`src/shared/puhc_regs.svh`:
```
// register offsets, field positions and reset values of the unit header codec
`ifndef PUHC_REGS_SVH
`define PUHC_REGS_SVH

// ----------------------------------------
// register byte offsets
// ----------------------------------------
`define PUHC_OFF_CTRL    8'h00
`define PUHC_OFF_CTX     8'h04
`define PUHC_OFF_STAT    8'h08
`define PUHC_OFF_ERR     8'h0C
`define PUHC_OFF_UNITS   8'h10

// ----------------------------------------
// field positions
// ----------------------------------------
`define PUHC_CTRL_EN         0
`define PUHC_CTRL_XMAP       1
`define PUHC_CTRL_HLBL_LSB   4
`define PUHC_CTRL_CLBL_LSB   8
`define PUHC_CTRL_MAX_LSB    16
`define PUHC_CTX_RA          0
`define PUHC_CTX_TDM         1
`define PUHC_CTX_STAR        2
`define PUHC_CTX_SIGDED      3
`define PUHC_CTX_CONT_LSB    4
`define PUHC_STAT_BUSY       8
`define PUHC_ERR_ZERO        0
`define PUHC_ERR_MAX         1
`define PUHC_ERR_SLOT        2
`define PUHC_ERR_SHORT       3

// ----------------------------------------
// reset values and sizes
// ----------------------------------------
`define PUHC_CTRL_RESET      32'h0FFF0000
`define PUHC_CTX_RESET       32'h00000000
`define PUHC_MIN_START_LEN   11'h002
`define PUHC_LEN_W           11
`define PUHC_TOTAL_W         12
`define PUHC_SLOTS           8

`endif

```
`src/shared/puhc_pkg.sv`:
```
// types of the unit header codec
package puhc_pkg;

    typedef enum logic [2:0] {
        ST_IDLE,
        ST_HDR1,
        ST_LABEL,
        ST_HDR2,
        ST_PAY
    } puhc_state_t;

    typedef enum logic [1:0] {
        CONT_TRAFFIC,
        CONT_LOGON,
        CONT_CONTROL,
        CONT_OTHER
    } puhc_content_t;

endpackage

```
`src/shared/puhc_unit_if.sv`:
```
// descriptor of the unit being framed, between sequencer and header packer
`timescale 1ns/1ps
interface puhc_unit_if;
    logic        start;
    logic        last;
    logic [10:0] len;
    logic [2:0]  slot;
    logic [1:0]  ltype;
    logic        supp;
    logic        use_crc;
    logic [11:0] total;
    logic [1:0]  idx;
    logic [7:0]  hdr_byte;

    modport src  (output start, last, len, slot, ltype, supp, use_crc, total, idx, input hdr_byte);
    modport pack (input start, last, len, slot, ltype, supp, use_crc, total, idx, output hdr_byte);
endinterface

```
`src/hdl/puhc_hdr_pack.sv`:
```
// header byte packer for first and second unit header
`timescale 1ns/1ps
module puhc_hdr_pack (
    puhc_unit_if.pack u
);
    logic [2:0] tail;
    logic [7:0] b0;
    logic [7:0] b1;
    logic [7:0] b2;
    logic [7:0] b3;

    always_comb begin
        // full unit: label type and suppression; otherwise slot tag
        if (u.start && u.last) begin
            tail = {u.ltype, u.supp};
        end else begin
            tail = u.slot;
        end
        b0 = {u.start, u.last, u.len[10:5]};
        b1 = {u.len[4:0], tail};
        b2 = {u.use_crc, u.total[11:5]};
        b3 = {u.total[4:0], u.ltype, u.supp};
        case (u.idx)
            2'h0: u.hdr_byte = b0;
            2'h1: u.hdr_byte = b1;
            2'h2: u.hdr_byte = b2;
            default: u.hdr_byte = b3;
        endcase
    end
endmodule // puhc_hdr_pack

```
`src/hdl/puhc_slot_track.sv`:
```
// per slot tag record of packets opened and not yet finalized
`timescale 1ns/1ps
`include "puhc_regs.svh"
module puhc_slot_track (
    input  wire logic                   clk,
    input  wire logic                   rst,
    input  wire logic                   open,
    input  wire logic                   close,
    input  wire logic [2:0]             slot,
    output logic [`PUHC_SLOTS-1:0]      busy
);
    logic [`PUHC_SLOTS-1:0] next_busy;

    genvar g;
    generate
        for (g = 0; g < `PUHC_SLOTS; g++) begin : g_slot
            always_comb begin
                next_busy[g] = busy[g];
                if (open && slot == 3'(g)) begin
                    next_busy[g] = 1'b1;
                end else if (close && slot == 3'(g)) begin
                    next_busy[g] = 1'b0;
                end
            end
            always_ff @(posedge clk or posedge rst) begin
                if (rst) begin
                    busy[g] <= 1'b0;
                end else begin
                    busy[g] <= next_busy[g];
                end
            end
        end
    endgenerate
endmodule // puhc_slot_track

```
`src/hdl/puhc_top.sv`:
```
// unit header codec: register slave and unit framing sequencer
//
// Added by the designer: register access over Wishbone and the register addresses.
`timescale 1ns/1ps
`include "puhc_regs.svh"
module puhc_top (
    // clock and reset
    input  wire logic        CLK,
    input  wire logic        RST,
    // wishbone slave
    input  wire logic        WB_CYC_I,
    input  wire logic        WB_STB_I,
    input  wire logic        WB_WE_I,
    input  wire logic [7:0]  WB_ADR_I,
    input  wire logic [3:0]  WB_SEL_I,
    input  wire logic [31:0] WB_DAT_I,
    output logic      [31:0] WB_DAT_O,
    output logic             WB_ACK_O,
    // unit request
    input  wire logic        REQ_VALID,
    output logic             REQ_READY,
    input  wire logic        REQ_START,
    input  wire logic        REQ_END,
    input  wire logic [10:0] REQ_LEN,
    input  wire logic [2:0]  REQ_SLOT,
    input  wire logic [1:0]  REQ_LTYPE,
    input  wire logic        REQ_SUPP,
    input  wire logic        REQ_CRC,
    input  wire logic [11:0] REQ_TOTAL,
    output logic             REQ_REJECT,
    // packet bytes in
    input  wire logic [7:0]  PAY_DATA,
    input  wire logic        PAY_VALID,
    output logic             PAY_READY,
    // framed bytes out
    output logic [7:0]       OUT_DATA,
    output logic             OUT_VALID,
    output logic             OUT_SOF
);

    // ----------------------------------------
    // state
    // ----------------------------------------
    puhc_pkg::puhc_state_t state;
    puhc_pkg::puhc_state_t next_state;
    logic [31:0] ctrl;
    logic [31:0] next_ctrl;
    logic [31:0] ctx;
    logic [31:0] next_ctx;
    logic [3:0]  err;
    logic [3:0]  next_err;
    logic [15:0] units;
    logic [15:0] next_units;
    logic [31:0] next_dat_o;
    logic        next_ack;
    logic [10:0] cnt;
    logic [10:0] next_cnt;
    logic        next_req_ready;
    logic        next_reject;
    logic        next_pay_ready;
    logic [7:0]  next_out_data;
    logic        next_out_valid;
    logic        next_out_sof;
    logic        d_start;
    logic        d_last;
    logic [10:0] d_len;
    logic [2:0]  d_slot;
    logic [1:0]  d_ltype;
    logic        d_supp;
    logic        d_crc;
    logic [11:0] d_total;
    logic [1:0]  d_idx;
    logic        next_d_start;
    logic        next_d_last;
    logic [10:0] next_d_len;
    logic [2:0]  next_d_slot;
    logic [1:0]  next_d_ltype;
    logic        next_d_supp;
    logic        next_d_crc;
    logic [11:0] next_d_total;
    logic [1:0]  next_d_idx;

    // ----------------------------------------
    // helpers
    // ----------------------------------------
    logic [7:0]  slot_busy;
    logic        slot_open;
    logic        slot_close;
    logic        wb_go;
    logic [31:0] wmask;
    logic [3:0]  lbl_cnt;
    logic        fmt_sig;
    logic [11:0] max_total;
    logic        accept;
    logic        is_pad;
    logic [3:0]  fault;

    puhc_unit_if u ();

    assign u.start   = d_start;
    assign u.last    = d_last;
    assign u.len     = d_len;
    assign u.slot    = d_slot;
    assign u.ltype   = d_ltype;
    assign u.supp    = d_supp;
    assign u.use_crc = d_crc;
    assign u.total   = d_total;
    assign u.idx     = d_idx;

    puhc_hdr_pack u_pack (
        .u (u.pack)
    );

    puhc_slot_track u_slots (
        .clk   (CLK),
        .rst   (RST),
        .open  (slot_open),
        .close (slot_close),
        .slot  (REQ_SLOT),
        .busy  (slot_busy)
    );

    // ----------------------------------------
    // context decode
    // ----------------------------------------
    always_comb begin
        max_total = ctrl[`PUHC_CTRL_MAX_LSB +: 12];
        // star contexts with the TDM bit clear carry no unit label, whatever the access kind
        if (ctx[`PUHC_CTX_STAR] && !ctx[`PUHC_CTX_TDM]) begin
            lbl_cnt = 4'h0;
        end else if (ctrl[`PUHC_CTRL_XMAP]) begin
            lbl_cnt = ctrl[`PUHC_CTRL_HLBL_LSB +: 4];
        end else begin
            lbl_cnt = ctrl[`PUHC_CTRL_CLBL_LSB +: 4];
        end
        // logon, control and other non-traffic content in a signalling frame carry bare SDU bytes
        fmt_sig = (ctx[`PUHC_CTX_CONT_LSB +: 2] != 2'(puhc_pkg::CONT_TRAFFIC))
                  && (ctx[`PUHC_CTX_SIGDED] || !ctx[`PUHC_CTX_RA]);
    end

    // ----------------------------------------
    // request checks
    // ----------------------------------------
    always_comb begin
        is_pad = !REQ_START && !REQ_END && (REQ_LEN == 11'h000);
        fault  = 4'h0;
        fault[`PUHC_ERR_ZERO]  = (REQ_START || REQ_END || fmt_sig) && (REQ_LEN == 11'h000);
        if (!fmt_sig) begin
            fault[`PUHC_ERR_SHORT] = REQ_START && !REQ_END && (REQ_LEN < `PUHC_MIN_START_LEN);
            fault[`PUHC_ERR_MAX]   = REQ_START && (REQ_END ? ({1'b0, REQ_LEN} > max_total)
                                                           : (REQ_TOTAL > max_total));
            fault[`PUHC_ERR_SLOT]  = (REQ_START && !REQ_END && slot_busy[REQ_SLOT])
                                     || (!REQ_START && !is_pad && !slot_busy[REQ_SLOT]);
        end
        accept     = REQ_VALID && REQ_READY && ctrl[`PUHC_CTRL_EN] && (fault == 4'h0);
        slot_open  = accept && !fmt_sig && REQ_START && !REQ_END;
        slot_close = accept && !fmt_sig && !REQ_START && REQ_END;
    end

    // ----------------------------------------
    // wishbone slave
    // ----------------------------------------
    always_comb begin
        wb_go      = WB_CYC_I && WB_STB_I && !WB_ACK_O;
        wmask      = {{8{WB_SEL_I[3]}}, {8{WB_SEL_I[2]}}, {8{WB_SEL_I[1]}}, {8{WB_SEL_I[0]}}};
        next_ack   = wb_go;
        next_ctrl  = ctrl;
        next_ctx   = ctx;
        next_dat_o = 32'h00000000;
        next_err   = err;
        if (WB_CYC_I && WB_STB_I && WB_ACK_O && WB_WE_I) begin
            if (WB_ADR_I == `PUHC_OFF_CTRL) begin
                next_ctrl = (ctrl & ~wmask) | (WB_DAT_I & wmask);
            end else if (WB_ADR_I == `PUHC_OFF_CTX) begin
                next_ctx = (ctx & ~wmask) | (WB_DAT_I & wmask);
            end else if (WB_ADR_I == `PUHC_OFF_ERR && WB_SEL_I[0]) begin
                next_err = err & ~WB_DAT_I[3:0];
            end
        end else if (wb_go && !WB_WE_I) begin
            if (WB_ADR_I == `PUHC_OFF_CTRL) begin
                next_dat_o = ctrl;
            end else if (WB_ADR_I == `PUHC_OFF_CTX) begin
                next_dat_o = ctx;
            end else if (WB_ADR_I == `PUHC_OFF_STAT) begin
                next_dat_o = {23'h000000, (state != puhc_pkg::ST_IDLE), slot_busy};
            end else if (WB_ADR_I == `PUHC_OFF_ERR) begin
                next_dat_o = {28'h0000000, err};
            end else if (WB_ADR_I == `PUHC_OFF_UNITS) begin
                next_dat_o = {16'h0000, units};
            end
        end
        // a refused request in the clearing cycle still sets its bit
        if (REQ_VALID && REQ_READY && ctrl[`PUHC_CTRL_EN]) begin
            next_err = next_err | fault;
        end
    end

    // ----------------------------------------
    // framing sequencer
    // ----------------------------------------
    always_comb begin
        next_state     = state;
        next_cnt       = cnt;
        next_units     = units;
        next_reject    = 1'b0;
        next_out_data  = 8'h00;
        next_out_valid = 1'b0;
        next_out_sof   = 1'b0;
        next_d_start   = d_start;
        next_d_last    = d_last;
        next_d_len     = d_len;
        next_d_slot    = d_slot;
        next_d_ltype   = d_ltype;
        next_d_supp    = d_supp;
        next_d_crc     = d_crc;
        next_d_total   = d_total;
        next_d_idx     = d_idx;
        case (state)
            puhc_pkg::ST_IDLE: begin
                if (REQ_VALID && REQ_READY) begin
                    if (accept) begin
                        next_d_start = REQ_START;
                        next_d_last  = REQ_END;
                        next_d_len   = REQ_LEN;
                        next_d_slot  = is_pad ? 3'h0 : REQ_SLOT;
                        next_d_ltype = REQ_LTYPE;
                        next_d_supp  = REQ_SUPP;
                        next_d_crc   = REQ_CRC;
                        next_d_total = REQ_TOTAL;
                        next_d_idx   = 2'h0;
                        if (!is_pad) begin
                            next_units = units + 16'h0001;
                        end
                        if (fmt_sig) begin
                            next_cnt   = REQ_LEN;
                            next_state = puhc_pkg::ST_PAY;
                        end else begin
                            next_state = puhc_pkg::ST_HDR1;
                        end
                    end else begin
                        next_reject = 1'b1;
                    end
                end
            end
            puhc_pkg::ST_HDR1: begin
                next_out_data  = u.hdr_byte;
                next_out_valid = 1'b1;
                next_out_sof   = (d_idx == 2'h0);
                next_d_idx     = d_idx + 2'h1;
                if (d_idx == 2'h1) begin
                    next_cnt = {7'h00, lbl_cnt};
                    if (d_len == 11'h000) begin
                        next_state = puhc_pkg::ST_IDLE;
                    end else if (lbl_cnt != 4'h0) begin
                        next_state = puhc_pkg::ST_LABEL;
                    end else if (d_start && !d_last) begin
                        next_state = puhc_pkg::ST_HDR2;
                    end else begin
                        next_cnt   = d_len;
                        next_state = puhc_pkg::ST_PAY;
                    end
                end
            end
            puhc_pkg::ST_LABEL: begin
                // label content is reserved, sent as zero
                next_out_valid = 1'b1;
                next_cnt       = cnt - 11'h001;
                if (cnt == 11'h001) begin
                    if (d_start && !d_last) begin
                        next_state = puhc_pkg::ST_HDR2;
                    end else begin
                        next_cnt   = d_len;
                        next_state = puhc_pkg::ST_PAY;
                    end
                end
            end
            puhc_pkg::ST_HDR2: begin
                next_out_data  = u.hdr_byte;
                next_out_valid = 1'b1;
                next_d_idx     = d_idx + 2'h1;
                if (d_idx == 2'h3) begin
                    next_cnt   = d_len - `PUHC_MIN_START_LEN;
                    next_state = (d_len == `PUHC_MIN_START_LEN) ? puhc_pkg::ST_IDLE : puhc_pkg::ST_PAY;
                end
            end
            puhc_pkg::ST_PAY: begin
                if (PAY_VALID && PAY_READY) begin
                    next_out_data  = PAY_DATA;
                    next_out_valid = 1'b1;
                    next_out_sof   = fmt_sig && (cnt == d_len);
                    next_cnt       = cnt - 11'h001;
                    if (cnt == 11'h001) begin
                        next_state = puhc_pkg::ST_IDLE;
                    end
                end
            end
            default: begin
                next_state = puhc_pkg::ST_IDLE;
            end
        endcase
        next_req_ready = (next_state == puhc_pkg::ST_IDLE);
        next_pay_ready = (next_state == puhc_pkg::ST_PAY) && (next_cnt != 11'h000);
    end

    // ----------------------------------------
    // registers
    // ----------------------------------------
    always_ff @(posedge CLK or posedge RST) begin
        if (RST) begin
            state      <= puhc_pkg::ST_IDLE;
            ctrl       <= `PUHC_CTRL_RESET;
            ctx        <= `PUHC_CTX_RESET;
            err        <= 4'h0;
            units      <= 16'h0000;
            cnt        <= 11'h000;
            WB_DAT_O   <= 32'h00000000;
            WB_ACK_O   <= 1'b0;
            REQ_READY  <= 1'b0;
            REQ_REJECT <= 1'b0;
            PAY_READY  <= 1'b0;
            OUT_DATA   <= 8'h00;
            OUT_VALID  <= 1'b0;
            OUT_SOF    <= 1'b0;
            d_start    <= 1'b0;
            d_last     <= 1'b0;
            d_len      <= 11'h000;
            d_slot     <= 3'h0;
            d_ltype    <= 2'h0;
            d_supp     <= 1'b0;
            d_crc      <= 1'b0;
            d_total    <= 12'h000;
            d_idx      <= 2'h0;
        end else begin
            state      <= next_state;
            ctrl       <= next_ctrl;
            ctx        <= next_ctx;
            err        <= next_err;
            units      <= next_units;
            cnt        <= next_cnt;
            WB_DAT_O   <= next_dat_o;
            WB_ACK_O   <= next_ack;
            REQ_READY  <= next_req_ready;
            REQ_REJECT <= next_reject;
            PAY_READY  <= next_pay_ready;
            OUT_DATA   <= next_out_data;
            OUT_VALID  <= next_out_valid;
            OUT_SOF    <= next_out_sof;
            d_start    <= next_d_start;
            d_last     <= next_d_last;
            d_len      <= next_d_len;
            d_slot     <= next_d_slot;
            d_ltype    <= next_d_ltype;
            d_supp     <= next_d_supp;
            d_crc      <= next_d_crc;
            d_total    <= next_d_total;
            d_idx      <= next_d_idx;
        end
    end

endmodule // puhc_top

```
`config.mk`:
```
export PLATFORM = sky130hd
export DESIGN_NAME = puhc_top
export DESIGN_NICKNAME = d
export VERILOG_FILES = /design/src/shared/puhc_pkg.sv /design/src/shared/puhc_unit_if.sv /design/src/hdl/puhc_hdr_pack.sv /design/src/hdl/puhc_slot_track.sv /design/src/hdl/puhc_top.sv
export VERILOG_INCLUDE_DIRS = /design/src /design/src/shared
export SDC_FILE = /design/constraint.sdc
export NUM_CORES = 1
export LEC_CHECK = 0
export ABC_AREA = 0
export BUFFER_PORTS_ARGS = -buffer_cell sky130_fd_sc_hd__buf_2
export CAP_MARGIN = 10
export CORE_ASPECT_RATIO = 0.8
export CORE_MARGIN = 5
export CORE_UTILIZATION = 45
export CTS_BUF_LIST = sky130_fd_sc_hd__clkbuf_8 sky130_fd_sc_hd__clkbuf_16
export DETAILED_ROUTE_END_ITERATION = 8
export SLEW_MARGIN = 5
export SYNTH_ARGS = -nofsm -noshare
export SYNTH_HDL_FRONTEND = slang
export SYNTH_SLANG_ARGS = --single-unit
export TNS_END_PERCENT = 1
```
`constraint.sdc`:
```
create_clock -name CLK -period 6.1 [get_ports CLK]
set_input_delay 0.61 -clock CLK [delete_from_list [all_inputs] [get_ports CLK]]
set_output_delay 0.61 -clock CLK [all_outputs]
set_load 0.05 [all_outputs]
```
# Yosys cells after proc, flatten, opt, wreduce, memory -nomap -nowiden
# Cells that the tools add are included.
# op_classes
n_addsub	4
n_mul	0
div_mod_pow	0
order_cmp	4
n_eq_ne	24
shift	0
muxes	74
bitwise_logic	11
n_reduce_logical	88
# op_table
op	count
$mux 32	4
$mux 11	11
$and 32x32->32	3
$or 32x32->32	2
$pmux 11 s5	1
$mux 16	3
$logic_and 1x1->1	46
$mux 3	15
$not 32->32	1
$mux 4	7
$pmux 8 s3	1
$mux 1	23
$logic_not 11->1	2
$reduce_bool 2->1	10
$eq 3x3->1 const B	6
$add 16x1->16 const B	1
$eq 8x4->1 const B	2
$pmux 8 s2	1
$pmux 3 s5	1
$eq 3x2->1 const B	4
$gt 11x12->1	1
$gt 12x12->1	1
$eq 11x1->1 const B	1
$eq 11x11->1	1
other kinds (35)	57
# word_totals
ff_bits	186
latchBits	0
ramBits	0
romBits	0
input_bits	91
output_inout_bits	46
word_cells	236
memories	0

# Depth between registers and ports, before layout
# Gate-level depths: netlist of run 1.
# depth
word_depth	16
ltp_mapped	12
ltp_nobuf	10

# Cells and area by module
# Synthesis of run 1 repeated with hierarchy kept, for this count alone.
# unflattened
hier_cells	993
area_unflattened_um2	10216.0
# modules_own_cells
module	n_inst	cells_per_inst	area_per_inst_um2	seq_area_each_um2
puhc_top	1	941	9575.4	4469.3
puhc_slot_track	1	32	395.4	200.2
puhc_hdr_pack	1	20	245.2	0.0

# Least setup slack after synthesis of run 1
# No wires, ideal clock.
# synth_path
kind	register -> register
startpoint	register d_len[1]
endpoint	register PAY_READY
setup_ns	0.129
arrival_time_ns	3.110
required_time_ns	5.971
slack_ns	2.860
stages_incl_launch_ff	11
n_path_buf	1
period_less_slack_ns	3.240
cell_sequence	dfrtp_1 clkbuf_1 inv_1 ha_1 or4b_2 nor4_1 xnor2_1 o221ai_1 a2111o_1 or4_1 o41a_1
# synth_via
elab_chain_cells	7
elab_cells_between_ends	19
cone_classes	add/sub: 1; eq/ne: 2; mux: 13; reduce/logical: 3
# synth_lines
element	line	source
start, declared	puhc_top.sv:66	logic [10:0] d_len;
start signal, assigned	puhc_top.sv:350	d_len <= next_d_len;
branches (longest 6 deep; another with $sub 11x2->11)	n/a	
$logic_and 1x1->1 (*)	puhc_top.sv:302	next_pay_ready = (next_state == puhc_pkg::ST_PAY) && (next_cnt != 11'h000);
net next_pay_ready	puhc_top.sv:60	logic next_pay_ready;
end signal, assigned	puhc_top.sv:344	PAY_READY <= next_pay_ready;
end, declared	puhc_top.sv:34	output logic PAY_READY,
# Mark *: on every way through the listed nets, which the timed path passes.
# A chain may end at the register's enable or synchronous reset.

# Final worst setup path of run 1
# layout_path
startpoint	register d_idx[1]
endpoint	register PAY_READY
# layout_via
elab_chain_cells	5
elab_cells_between_ends	11
cone_classes	eq/ne: 3; mux: 6; reduce/logical: 2
# layout_lines
element	line	source
start, declared	puhc_top.sv:72	logic [1:0] d_idx;
start signal, assigned	puhc_top.sv:356	d_idx <= next_d_idx;
$eq 2x2->1 or $eq 2x1->1 (tied branches)	puhc_top.sv:281, puhc_top.sv:250	
$mux 11 (on tied branches)	puhc_top.sv:281, puhc_top.sv:250	
$pmux 11 s5 (*)	puhc_top.sv:218	case (state)
net next_cnt[5]	puhc_top.sv:57	logic [10:0] next_cnt;
$reduce_bool 11->1 (*)	puhc_top.sv:302	
$logic_and 1x1->1 (*)	puhc_top.sv:302	
net next_pay_ready	puhc_top.sv:60	
# The timed path passes the listed nets; every way through them passes the cells marked *.

==> results_tabular.tex, run 1 <==
\begin{tabular}{lr}
\hline
Metric & Value \\
\hline
\multicolumn{2}{l}{\textbf{Synthesis}} \\
\quad Mapped cell area & 10100 sq um \\
\quad Post-Syn Instances & 986 \\
\quad Synthesis Warnings & 0 \\
\quad Sequential-to-total area share from yosys stat & 46.1\% \\
\quad Synthesized area per cell & 10.3 sq um \\
\quad Post-Syn Nets & between 1000 and 1500 \\
\quad Commonest register cell after synthesis & sky130\_fd\_sc\_hd\_\_dfrtp\_1 \\
\quad Post-synthesis async set-or-reset flop share & between 90\% and 100\% \\
\quad Post-synth EDFFs & 0 \\
\quad Cell taking the most area after synthesis & sky130\_fd\_sc\_hd\_\_dfrtp\_1 \\
\quad Register bit count reported by yosys & 186 \\
\quad Most area-consuming cells after synthesis & sky130\_fd\_sc\_hd\_\_dfrtp\_1 (43\%), sky130\_fd\_sc\_hd\_\_mux2\_2 (10\%), sky130\_fd\_sc\_hd\_\_ha\_1 (3.8\%) \\
\quad Share of the synthesized area in the top cell type & a little over two fifths \\
\quad Number of distinct library cells after synthesis & 76 \\
\multicolumn{2}{l}{\textbf{Final layout}} \\
\quad Number of filler instances in the final layout & 2097 \\
\quad Number of nets in the layout & roughly 1200 \\
\quad Commonest non-fill, non-tap cell in the layout & sky130\_fd\_sc\_hd\_\_dfrtp\_1 \\
\quad Filler-free cell count of the finished design & 1420 \\
\quad Growth of design area from synthesis to finish & 15.1\% \\
\quad Commonest cells after routing, fill and taps aside & sky130\_fd\_sc\_hd\_\_dfrtp\_1 (174), sky130\_fd\_sc\_hd\_\_buf\_2 (136), sky130\_fd\_sc\_hd\_\_nor2\_1 (94) \\
\quad Antenna diode count & 0 \\
\quad Ratio of cells with drive above 1 in the final layout & 27.0\% \\
\multicolumn{2}{l}{\textbf{Floorplan}} \\
\quad Floorplan core area & roughly 22000 sq um \\
\quad Placement row count & between 40 and 50 \\
\quad Die outline width & 178 microns \\
\quad Die height & 144 microns \\
\quad Initial Utilization & a little under half \\
\quad Floorplan die area & roughly 26000 sq um \\
\quad Count of pins on the block boundary & 137 \\
\multicolumn{2}{l}{\textbf{Global route}} \\
\quad Initial antenna violation count & 3 \\
\quad First-pass GRT wire length & $\sim$48 mm \\
\quad Number of global-route vias before repair & about 8300 \\
\quad Overall track demand over capacity in global routing & between 20\% and 30\% \\
\quad Total grt overflow & 0 \\
\quad Largest net degree at the start of global routing & 121 \\
\multicolumn{2}{l}{\textbf{CTS}} \\
\quad Clock Sinks & 186 \\
\quad Root Buffer Master & sky130\_fd\_sc\_hd\_\_clkbuf\_16 \\
\quad Clock tree from TritonCTS & done \\
\quad CTS-repair resized insts & 0 \\
\quad \# Post-CTS Setup Buffers & 0 \\
\quad Quantity of hold-fixing buffers added after cts & 0 \\
\quad H-tree levels & 4 \\
\quad Number of buffers created by CTS & 17 \\
\quad Clock latency reported for the late side of the worst-skew pair & 440 ps \\
\quad Maximum clock path buffer count & 2 \\
\quad Clk slew on worst S/H paths & 80 ps \\
\multicolumn{2}{l}{\textbf{Worst setup path}} \\
\quad RR Startpoint & d\_idx[1]\$\_DFFE\_PP0P\_ \\
\quad Critical setup path kind & reg -> reg \\
\quad Worst path arrival time & 4240 ps \\
\quad Destination of the worst register-to-register timing path & PAY\_READY\$\_DFF\_PP0\_ \\
\quad Maximum fanout along the worst path & 17 \\
\quad Category of the worst setup path launch point & flop \\
\quad Depth of the most critical reg-to-reg path & 11 \\
\quad Register-to-register setup slack & 2190 ps \\
\quad WP data required & 6430 ps \\
\quad Kind of end point of the critical path & flop \\
\multicolumn{2}{l}{\textbf{Status}} \\
\quad Outcome & completed \\
\multicolumn{2}{l}{\textbf{Route}} \\
\quad Routed len/inst & $\sim$22 microns \\
\quad Routed wire length & 30.6 mm \\
\quad DRC violation total after the first TritonRoute iteration & between 700 and 800 \\
\quad DRC & 0 \\
\quad Count of antenna-violating nets left after detailed routing & 0 \\
\quad Number of vias in the routed layout & 8309 \\
\quad Router iterations before antenna repair & 6 \\
\quad Via count normalized by instance count & 5.85 \\
\multicolumn{2}{l}{\textbf{Placement}} \\
\quad RD Place Congestion & a little under 1 \\
\quad Count of placed standard cells including taps & 1388 \\
\quad Half-perimeter wire length of the detailed placement result & 22.5 mm \\
\quad Count of port buffers added during placement & 136 \\
\multicolumn{2}{l}{\textbf{Pwr}} \\
\quad Worst vdd rail ir drop & 125 uV \\
\quad Leakage Power & 0.00555 uW \\
\quad Total power per unit cell area & $\sim$220 nW/um\^{}2 \\
\multicolumn{2}{l}{\textbf{STA}} \\
\quad Post-layout min period & 3910 ps \\
\quad Setup violation total in the final timing report & 0 \\
\quad Final clock period utilization by the worst path & 64.1\% \\
\quad Measured slew at the worst slew-check pin & 899 ps \\
\quad Setup\_tns & 0 ps \\
\quad Peak Freq & about 260 MHz \\
\quad Setup Skew & approximately 16 ps \\
\quad Worst slew margin relative to its limit & 39.6\% \\
\quad Final number of hold-violating endpoints & 0 \\
\quad Final-report max-slew violation count & 0 \\
\quad Unrepaired setup endpoints after global routing & no \\
\multicolumn{2}{l}{\textbf{Run}} \\
\quad Maxcap violations & 0 \\
\multicolumn{2}{l}{\textbf{Worst hold path}} \\
\quad Worst Hold Class & in -> async \\
\hline
\end{tabular}
-- Yosys cell counts, drive strengths merged, types with 10 or more instances --
cell    number
inv         39
buf         15
or3         11
dfstp       12
nand4       13
nor2        94
nor2b       11
nor4        14
nor3        20
o21ai       65
nand2       70
mux2i       33
a21o        10
mux2        91
dfrtp      174
o21a        11
nand3       17
xor2        23
clkbuf      36
a21oi       37
ha          31
nand2b      10
-- logic make-up after synthesis --
| family | after synthesis | synth area share, % |
|---|---|---|
| simple gates | 300 | 15.0 |
| buf+inv | 90 | 3.59 |
| fa+ha+maj | 31 | 3.83 |
| xor+xnor | 31 | 2.68 |
| compound gates | 222 | 14.9 |
| flops | 186 | 46.1 |
| mux | 126 | 13.8 |
-- stage by stage --
stage | area (sq um) | worst slack (ps) | power [uW] | hold WS [ps] | util (%)
after floorplan | 10100 | 453 | 1400 | 442 | -
after global placement | 11100 | 2400 | 1490 | 459 | 49.5
after detailed placement | 11100 | 2290 | 1490 | 459 | 49.5
after CTS | 11700 | 2280 | 2610 | 376 | 52.2
after global routing | 11700 | 2050 | 2680 | 385 | 52.2
final | 11700 | 2190 | 2590 | 344 | 52.2
-- power breakdown --
group / total, uW / internal [uW] / switching, uW
logic: 200 / 69.8 / 130
registers: 1270 / 1240 / 24.0
clock network: 1120 / 555 / 566
-- cell type report --
class                      instances  area [sq um]  share of cell area (%)
sequential                       186          4670                    40.1
tap                              306           383                    3.29
inverter                          39           154                    1.32
clock buffer                      17           425                    3.65
timing repair buffer             147           763                    6.55
multi-input combinational        710          5090                    43.7
clock inverter                    15           169                    1.45
-- how the worst max path moves through the flow --
stage	start	slack, ps	endpoint
2_1_floorplan	RST	450	OUT_DATA[0]$_DFF_PP0_
3_3_place_gp	REQ_VALID	2400	PAY_READY$_DFF_PP0_
3_5_place_dp	d_idx[1]$_DFFE_PP0P_	2290	PAY_READY$_DFF_PP0_
4_1_cts	d_idx[1]$_DFFE_PP0P_	2280	PAY_READY$_DFF_PP0_
5_1_grt	d_idx[1]$_DFFE_PP0P_	2050	PAY_READY$_DFF_PP0_
6_report	d_idx[1]$_DFFE_PP0P_	2190	PAY_READY$_DFF_PP0_
-- worst max-delay path: stages, from the launching register on --
cell and delay, ps:
sky130_fd_sc_hd__dfrtp_1 400, sky130_fd_sc_hd__inv_1 120, sky130_fd_sc_hd__ha_1 620, sky130_fd_sc_hd__nor4b_1 130
sky130_fd_sc_hd__buf_4 180, sky130_fd_sc_hd__a211oi_1 570, sky130_fd_sc_hd__nand3_1 170, sky130_fd_sc_hd__a221oi_2 200
sky130_fd_sc_hd__o211ai_1 130, sky130_fd_sc_hd__a2111o_1 420, sky130_fd_sc_hd__or4_1 480, sky130_fd_sc_hd__o41a_1 380
-- metal layers --
metal  routed length [microns]  up-vias  track usage, %  share of wire [%]
li1                          -     3831               -                  -
met1                     14100     4065            35.0                 46
met2                     13600      359            36.7                 44
met3                      2360       48            5.46                7.7
met4                       616        6            6.55                2.0
met5                        39        -               0               0.13
Note: power is estimated with default switching activity, not from simulation.
==> run 2: changes to the inputs <==
--- a/config.mk
+++ b/config.mk
@@ -14,6 +14,7 @@
 export CORE_UTILIZATION = 45
 export CTS_BUF_LIST = sky130_fd_sc_hd__clkbuf_8 sky130_fd_sc_hd__clkbuf_16
 export DETAILED_ROUTE_END_ITERATION = 8
+export PLACE_DENSITY = 0.67
 export SLEW_MARGIN = 5
 export SYNTH_ARGS = -nofsm -noshare
 export SYNTH_HDL_FRONTEND = slang
==> constraint.sdc (replaced) <==
create_clock -name CLK -period 3.2 [get_ports CLK]
set_input_delay 0.32 -clock CLK [delete_from_list [all_inputs] [get_ports CLK]]
set_output_delay 0.32 -clock CLK [all_outputs]
set_load 0.05 [all_outputs]
==> results_tabular.tex, run 2 (same netlist as run 1, synthesis figures left out) <==
\begin{tabular}{lr}
\hline
Metric & Value \\
\hline
\multicolumn{2}{l}{\textbf{Status}} \\
\quad Outcome & completed \\
\multicolumn{2}{l}{\textbf{Route}} \\
\quad Count of antenna-violating nets left after detailed routing & 0 (unchanged) \\
\quad Routed len/inst & 20.4 microns (-5.5\%) \\
\quad DRC violation total after the first TritonRoute iteration & 1005 (+28\%) \\
\quad Number of vias in the routed layout & 8697 (+4.7\%) \\
\quad Router iterations before antenna repair & 5 (-1) \\
\quad DRC & 0 (unchanged) \\
\quad Routed wire length & 30.7 mm (+0.33\%) \\
\quad Via count normalized by instance count & 5.77 (-1.4\%) \\
\multicolumn{2}{l}{\textbf{STA}} \\
\quad Worst slew margin relative to its limit & 46.9\% (+7.3 points) \\
\quad Peak Freq & 313 MHz (+23\%) \\
\quad Final-report max-slew violation count & 0 (unchanged) \\
\quad Unrepaired setup endpoints after global routing & yes \\
\quad Final number of hold-violating endpoints & 0 (unchanged) \\
\quad Min Hold Slack & 102 ps (-242 ps) \\
\quad Post-layout min period & 3190 ps (-719 ps) \\
\quad Setup violation total in the final timing report & 0 (unchanged) \\
\quad Final clock period utilization by the worst path & 99.8\% (+36 points) \\
\quad Setup Skew & 11.2 ps (-4.58 ps) \\
\quad Measured slew at the worst slew-check pin & 795 ps (-104 ps) \\
\multicolumn{2}{l}{\textbf{Final layout}} \\
\quad Ratio of cells with drive above 1 in the final layout & 32.9\% (+5.8 points) \\
\quad Growth of design area from synthesis to finish & 23.0\% \\
\quad Fin area & 12400 sq um (+6.8\%) \\
\quad Commonest non-fill, non-tap cell in the layout & sky130\_fd\_sc\_hd\_\_dfrtp\_1 \\
\quad Number of nets in the layout & 1311 (+7.2\%) \\
\quad Commonest cells after routing, fill and taps aside & sky130\_fd\_sc\_hd\_\_dfrtp\_1 (174), sky130\_fd\_sc\_hd\_\_buf\_2 (136), sky130\_fd\_sc\_hd\_\_nor2\_1 (94) \\
\quad Filler-free cell count of the finished design & 1508 (+6.2\%) \\
\quad Antenna diode count & 0 (unchanged) \\
\multicolumn{2}{l}{\textbf{Worst setup path}} \\
\quad Biggest cell delay along the critical path & 550 ps (-70 ps) \\
\quad Critical setup path kind & reg -> reg \\
\quad Worst path arrival time & 3520 ps (-720 ps) \\
\quad Depth of the most critical reg-to-reg path & 9 (-2) \\
\quad Kind of end point of the critical path & flop \\
\quad Cells along the critical path & mux2i\_1 -> o211ai\_1 -> buf\_4 -> o22ai\_1 -> o21ai\_0 -> o31ai\_1 -> o32a\_1 -> or4\_1 -> o41a\_1 \\
\quad Buf/Inv on CP & 1 (-1) \\
\quad Category of the worst setup path launch point & flop \\
\quad Maximum fanout along the worst path & 6 (-11) \\
\quad Cell family contributing the most delay on the critical path & compound AO/OA/AOI/OAI gates \\
\quad Slowest stage cell on the critical path & sky130\_fd\_sc\_hd\_\_or4\_1 \\
\quad Register-to-register setup slack & 7 ps (-2180 ps) \\
\quad Total stage count of the critical path & 9 (-2) \\
\quad WP data required & 3530 ps (-2900 ps) \\
\multicolumn{2}{l}{\textbf{Floorplan}} \\
\quad Count of pins on the block boundary & 137 (unchanged) \\
\quad Floorplan die area & 25600 sq um (unchanged) \\
\quad Placement row count & 49 (unchanged) \\
\quad Floorplan core area & 22300 sq um (unchanged) \\
\quad Die height & 144 microns (unchanged) \\
\quad Initial Utilization & 45.3\% (unchanged) \\
\quad Die outline width & 178 microns (unchanged) \\
\multicolumn{2}{l}{\textbf{Global route}} \\
\quad Number of global-route vias before repair & 8570 (+3.4\%) \\
\quad Largest net degree at the start of global routing & 123 (+1.7\%) \\
\quad Total grt overflow & 0 (unchanged) \\
\quad Initial antenna violation count & 1 (-2) \\
\quad Overall track demand over capacity in global routing & 24.0\% (-0.14 points) \\
\quad First-pass GRT wire length & 47.9 mm (+0.17\%) \\
\multicolumn{2}{l}{\textbf{CTS}} \\
\quad Clock tree from TritonCTS & done \\
\quad Clock Sinks & 186 (unchanged) \\
\quad Maximum clock path buffer count & 2 (unchanged) \\
\quad H-tree levels & 4 (unchanged) \\
\quad Number of buffers created by CTS & 17 (unchanged) \\
\quad Clk slew on worst S/H paths & 80 ps (about the same) \\
\quad Clock latency reported for the late side of the worst-skew pair & 440 ps (about the same) \\
\quad Root Buffer Master & sky130\_fd\_sc\_hd\_\_clkbuf\_16 \\
\multicolumn{2}{l}{\textbf{Placement}} \\
\quad Count of placed standard cells including taps & 1473 (+6.1\%) \\
\quad Count of port buffers added during placement & 136 (unchanged) \\
\quad RD Place Congestion & 0.985 (-0.68\%) \\
\quad Half-perimeter wire length of the detailed placement result & 23.3 mm (+3.8\%) \\
\quad Dpl cell area & 11800 sq um (+6.3\%) \\
\multicolumn{2}{l}{\textbf{Worst hold path}} \\
\quad WHS Path Cells & 2 \\
\quad Worst Hold Class & in -> reg \\
\multicolumn{2}{l}{\textbf{Run}} \\
\quad Maxcap violations & 0 (unchanged) \\
\multicolumn{2}{l}{\textbf{Pwr}} \\
\quad Proportion of power drawn by flip-flops and latches & 47.7\% (-1.3 points) \\
\quad Leakage Power & 0.00602 uW (+8.4\%) \\
\quad Total power per unit cell area & 404 nW/um\^{}2 (+82\%) \\
\quad Worst vdd rail ir drop & 284 uV (+130\%) \\
\quad Clk network pwr share & 43.2\% (about the same) \\
\quad Proportion of power drawn by combinational gates & 9.2\% (+1.5 points) \\
\quad Net switching fraction of the power & 26.8\% (-0.99 points) \\
\quad Switching power total & 1350 uW (+87\%) \\
\quad Internal power contribution & 3680 uW (+97\%) \\
\hline
\end{tabular}
## run 2: changes by cell type in the layout (fill, tap and decap cells not counted), moves of 2 or more
| cell | before | now |
|---|---|---|
| sky130_fd_sc_hd__clkinv_4 | 3 | 1 |
| sky130_fd_sc_hd__a2111oi_0 | 3 | 1 |
| sky130_fd_sc_hd__clkinvlp_4 | 0 | 3 |
| sky130_fd_sc_hd__buf_12 | 0 | 5 |
| sky130_fd_sc_hd__buf_4 | 11 | 93 |
| sky130_fd_sc_hd__clkinv_8 | 3 | 1 |
## run 2: worst paths after layout
| kind | start | end |
|---|---|---|
| hold / removal | PAY_DATA[6] | OUT_DATA[6]$_DFF_PP0_ |
| setup / recovery | flop | PAY_READY$_DFF_PP0_ |
| min in group asynchronous | RST | asynchronous set/reset pin |
| hold reg to reg | WB_ACK_O$_DFF_PP0_ | WB_ACK_O$_DFF_PP0_ |
| max in group asynchronous | RST | asynchronous set/reset pin |
| setup reg to reg | flop | PAY_READY$_DFF_PP0_ |
## run 2: what timing repair did
| item | CTS | global route |
|---|---|---|
| hold buffers | 1 | 0 |
| hold endpoints to repair | 16 | 0 |
| pin swaps | 0 | 3 |
| gates resized for setup | 5 | 9 |
| setup buffers | 0 | 2 |
| setup endpoints to repair | 1 | 12 |
## run 2: through the flow
step / TNS [ps] / total power [uW] / setup slack (ps) / utilization, %
CTS: 0 / 5040 / 1.74 / 55.5
finish: 0 / 5030 / 6.52 / 55.8
global route: -135 / 5190 / -135 / 55.8
floorplan: -39.7 / 2670 / -39.7 / -
global placement: -66.5 / 2880 / -66.5 / 52.7
detailed placement: -48.3 / 2890 / -48.3 / 52.7
## run 2: area by class of cell
type,instances,area (sq um)
inverter,39,150
tap,306,383
clock buffer,18,439
sequential,186,4670
timing repair buffer,235,1490
fill,1994,9870
multi-input combinational,710,5160
clock inverter,14,155
## run 2: power groups by stage
stage               registers (uW)  clock network (uW)  logic, uW
floorplan                     2440                   0        236
global placement              2440                   0        445
detailed placement            2440                   0        450
CTS                           2390                2190        455
global route                  2400                2290        504
finish                        2400                2170        461
## run 2: per-layer routing
layer | track usage [%] | wire length [microns]
met1 | 36.4 | 14500
met3 | 5.75 | 2750
met2 | 34.8 | 13000
met4 | 5.66 | 462
met5 | 0 | 7
==> run 3: changes to the inputs <==
--- a/config.mk
+++ b/config.mk
@@ -6,7 +6,6 @@
 export SDC_FILE = /design/constraint.sdc
 export NUM_CORES = 1
 export LEC_CHECK = 0
-export ABC_AREA = 0
 export BUFFER_PORTS_ARGS = -buffer_cell sky130_fd_sc_hd__buf_2
 export CAP_MARGIN = 10
 export CORE_ASPECT_RATIO = 0.8
@@ -14,7 +13,7 @@
 export CORE_UTILIZATION = 45
 export CTS_BUF_LIST = sky130_fd_sc_hd__clkbuf_8 sky130_fd_sc_hd__clkbuf_16
 export DETAILED_ROUTE_END_ITERATION = 8
-export PLACE_DENSITY = 0.67
+export PLACE_DENSITY = 0.73
 export SLEW_MARGIN = 5
 export SYNTH_ARGS = -nofsm -noshare
 export SYNTH_HDL_FRONTEND = slang
==> results_tabular.tex, run 3 (same netlist as run 1, synthesis figures left out) <==
\begin{tabular}{lr}
\hline
Metric & Value \\
\hline
\multicolumn{2}{l}{\textbf{CTS}} \\
\quad Clock tree from TritonCTS & done \\
\quad Number of buffers created by CTS & 17 (unchanged) \\
\quad H-tree levels & 4 (unchanged) \\
\quad Root Buffer Master & sky130\_fd\_sc\_hd\_\_clkbuf\_16 \\
\quad Clock latency reported for the late side of the worst-skew pair & 450 ps (about the same) \\
\quad \# Post-CTS Setup Buffers & 0 (unchanged) \\
\quad Maximum clock path buffer count & 2 (unchanged) \\
\quad Clk slew on worst S/H paths & 80 ps (about the same) \\
\quad Clock Sinks & 186 (unchanged) \\
\multicolumn{2}{l}{\textbf{Floorplan}} \\
\quad Floorplan core area & 22300 sq um (unchanged) \\
\quad Count of pins on the block boundary & 137 (unchanged) \\
\quad Die outline width & 178 microns (unchanged) \\
\quad Floorplan die area & 25600 sq um (unchanged) \\
\quad Die height & 144 microns (unchanged) \\
\quad Placement row count & 49 (unchanged) \\
\quad Initial Utilization & 45.3\% (unchanged) \\
\multicolumn{2}{l}{\textbf{Worst setup path}} \\
\quad Worst path arrival time & 3540 ps (+20 ps) \\
\quad Total stage count of the critical path & 9 (unchanged) \\
\quad Biggest cell delay along the critical path & 480 ps (-70 ps) \\
\quad Cells along the critical path & nor2b\_1 -> nor3\_1 -> nand2\_1 -> buf\_4 -> a221oi\_2 -> o211ai\_1 -> a2111o\_1 -> or4\_1 -> o41a\_1 \\
\quad Depth of the most critical reg-to-reg path & 9 (unchanged) \\
\quad Buf/Inv on CP & 1 (unchanged) \\
\quad Kind of end point of the critical path & flop \\
\quad Register-to-register setup slack & -10 ps (-20 ps) \\
\quad WP data required & 3530 ps (about the same) \\
\quad Cell family contributing the most delay on the critical path & simple AND/OR/NAND/NOR gates \\
\quad Destination of the worst register-to-register timing path & PAY\_READY\$\_DFF\_PP0\_ \\
\quad Worst setup path endpoint & PAY\_READY\$\_DFF\_PP0\_ \\
\quad Critical setup path kind & reg -> reg \\
\quad Category of the worst setup path launch point & flop \\
\quad Slowest stage cell on the critical path & sky130\_fd\_sc\_hd\_\_or4\_1 \\
\quad Maximum fanout along the worst path & 4 (-2) \\
\multicolumn{2}{l}{\textbf{Route}} \\
\quad Routed len/inst & 20.4 microns (+0.28\%) \\
\quad Router iterations before antenna repair & 9 (+4) \\
\quad Routed wire length & 31.1 mm (+1.3\%) \\
\quad DRC & 0 (unchanged) \\
\quad Number of vias in the routed layout & 8826 (+1.5\%) \\
\quad Count of antenna-violating nets left after detailed routing & 0 (unchanged) \\
\quad DRC violation total after the first TritonRoute iteration & 1122 (+12\%) \\
\quad Via count normalized by instance count & 5.80 (+0.48\%) \\
\multicolumn{2}{l}{\textbf{STA}} \\
\quad Unrepaired setup endpoints after global routing & yes \\
\quad Final number of hold-violating endpoints & 0 (unchanged) \\
\quad Final clock period utilization by the worst path & 100\% (+0.55 points) \\
\quad Worst slew margin relative to its limit & 50.6\% (+3.7 points) \\
\quad Setup Skew & 17.4 ps (+6.17 ps) \\
\quad Fin worst setup slack & -11.2 ps (-17.7 ps) \\
\quad Final-report max-slew violation count & 0 (unchanged) \\
\quad Post-layout min period & 3210 ps (+17.7 ps) \\
\quad Setup violation total in the final timing report & 1 (+1) \\
\quad Peak Freq & 311 MHz (-0.55\%) \\
\quad Measured slew at the worst slew-check pin & 740 ps (-55.5 ps) \\
\multicolumn{2}{l}{\textbf{Placement}} \\
\quad Worst slack, placed & -97.1 ps (-48.7 ps) \\
\quad RD Place Congestion & 0.962 (-2.3\%) \\
\quad Count of port buffers added during placement & 136 (unchanged) \\
\quad Half-perimeter wire length of the detailed placement result & 24.2 mm (+3.7\%) \\
\quad Dpl cell area & 11900 sq um (+1.0\%) \\
\quad Count of placed standard cells including taps & 1489 (+1.1\%) \\
\multicolumn{2}{l}{\textbf{Global route}} \\
\quad Overall track demand over capacity in global routing & 24.7\% (+0.74 points) \\
\quad Largest net degree at the start of global routing & 63 (-49\%) \\
\quad Initial antenna violation count & 1 (unchanged) \\
\quad First-pass GRT wire length & 49.2 mm (+2.8\%) \\
\quad Total grt overflow & 0 (unchanged) \\
\quad Number of global-route vias before repair & 8918 (+4.1\%) \\
\multicolumn{2}{l}{\textbf{Pwr}} \\
\quad Power after layout & 5040 uW (+0.29\%) \\
\quad Internal power contribution & 3630 uW (-1.4\%) \\
\quad Clk network pwr share & 43.2\% (about the same) \\
\quad Leakage Power & 0.00608 uW (+1.0\%) \\
\quad Total power per unit cell area & 402 nW/um\^{}2 (-0.55\%) \\
\quad Proportion of power drawn by flip-flops and latches & 47.5\% (-0.2 points) \\
\quad Net switching fraction of the power & 28.0\% (+1.2 points) \\
\quad Worst vdd rail ir drop & 265 uV (-6.7\%) \\
\quad Switching power total & 1410 uW (+4.8\%) \\
\quad Proportion of power drawn by combinational gates & 9.4\% (+0.2 points) \\
\multicolumn{2}{l}{\textbf{Status}} \\
\quad Outcome & finished with violations \\
\quad Violated checks & setup timing \\
\multicolumn{2}{l}{\textbf{Run}} \\
\quad Maxcap violations & 0 (unchanged) \\
\multicolumn{2}{l}{\textbf{Final layout}} \\
\quad Fin area & 12600 sq um (+0.84\%) \\
\quad Growth of design area from synthesis to finish & 24.0\% \\
\quad Ratio of cells with drive above 1 in the final layout & 33.8\% (+0.94 points) \\
\quad Number of nets in the layout & 1325 (+1.1\%) \\
\quad Commonest non-fill, non-tap cell in the layout & sky130\_fd\_sc\_hd\_\_dfrtp\_1 \\
\quad Commonest cells after routing, fill and taps aside & sky130\_fd\_sc\_hd\_\_dfrtp\_1 (174), sky130\_fd\_sc\_hd\_\_buf\_2 (136), sky130\_fd\_sc\_hd\_\_buf\_4 (107) \\
\quad Filler-free cell count of the finished design & 1523 (+0.99\%) \\
\multicolumn{2}{l}{\textbf{Worst hold path}} \\
\quad Worst Hold Class & in -> reg \\
\quad WHS Path Cells & 2 (unchanged) \\
\hline
\end{tabular}
[run 3: cell count changes in the layout (fill, tap and decap cells not counted), sizes merged]
cell,delta
diode,+1
clkinvlp,-2
clkbuf,-1
clkinv,+3
bufinv,-1
inv,+1
buf,+14
[run 3: metrics by stage]
stage	hold slack, ps	setup TNS, ps	utilization (%)
after detailed placement	408	-97.1	53.2
after global routing	95.4	-59.4	56.2
final	103	-11.2	56.2
after CTS	86.4	0	56.0
after floorplan	442	-39.7	-
after global placement	404	0	53.2
[run 3: layout make-up]
type                       instances  area (sq um)
antenna                            1          2.50
clock buffer                      17           425
clock inverter                    15           184
fill                            1972          9770
inverter                          39           150
multi-input combinational        710          5140
sequential                       186          4670
tap                              306           383
timing repair buffer             249          1590
[run 3: worst min-delay path by stage]
stage                                      from                    endpoint  slack [ps]
after floorplan           units[15]$_DFFE_PP0P_       units[15]$_DFFE_PP0P_         440
after global placement                      RST  asynchronous set/reset pin         400
after detailed placement                    RST  asynchronous set/reset pin         410
after CTS                           PAY_DATA[0]       OUT_DATA[0]$_DFF_PP0_          90
after global routing                PAY_DATA[7]       OUT_DATA[7]$_DFF_PP0_         100
final                               PAY_DATA[7]       OUT_DATA[7]$_DFF_PP0_         100
[run 3: power groups by stage]
stage          combinational, uW  sequential, uW  clock [uW]
2_1_floorplan                236            2440           0
3_3_place_gp                 458            2440           0
3_5_place_dp                 463            2440           0
4_1_cts                      467            2390        2210
5_1_grt                      517            2400        2310
6_report                     472            2390        2180
[run 3: what timing repair did]
action / 4_1_cts / 5_1_grt
cloned: 0 / 0
resized for setup: 2 / 9
hold buffers: 1 / 0
endpoints found under the setup margin: 1 / 5
endpoints found under the hold margin: 22 / 0
[run 3: layer usage]
layer / wire, microns / global-route usage, % / vias up
met5: 7 / 0 / -
met4: 517 / 6.10 / 2
met3: 2980 / 7.08 / 55
met2: 13600 / 36.9 / 438
met1: 14000 / 35.8 / 4288
li1: - / - / 4043
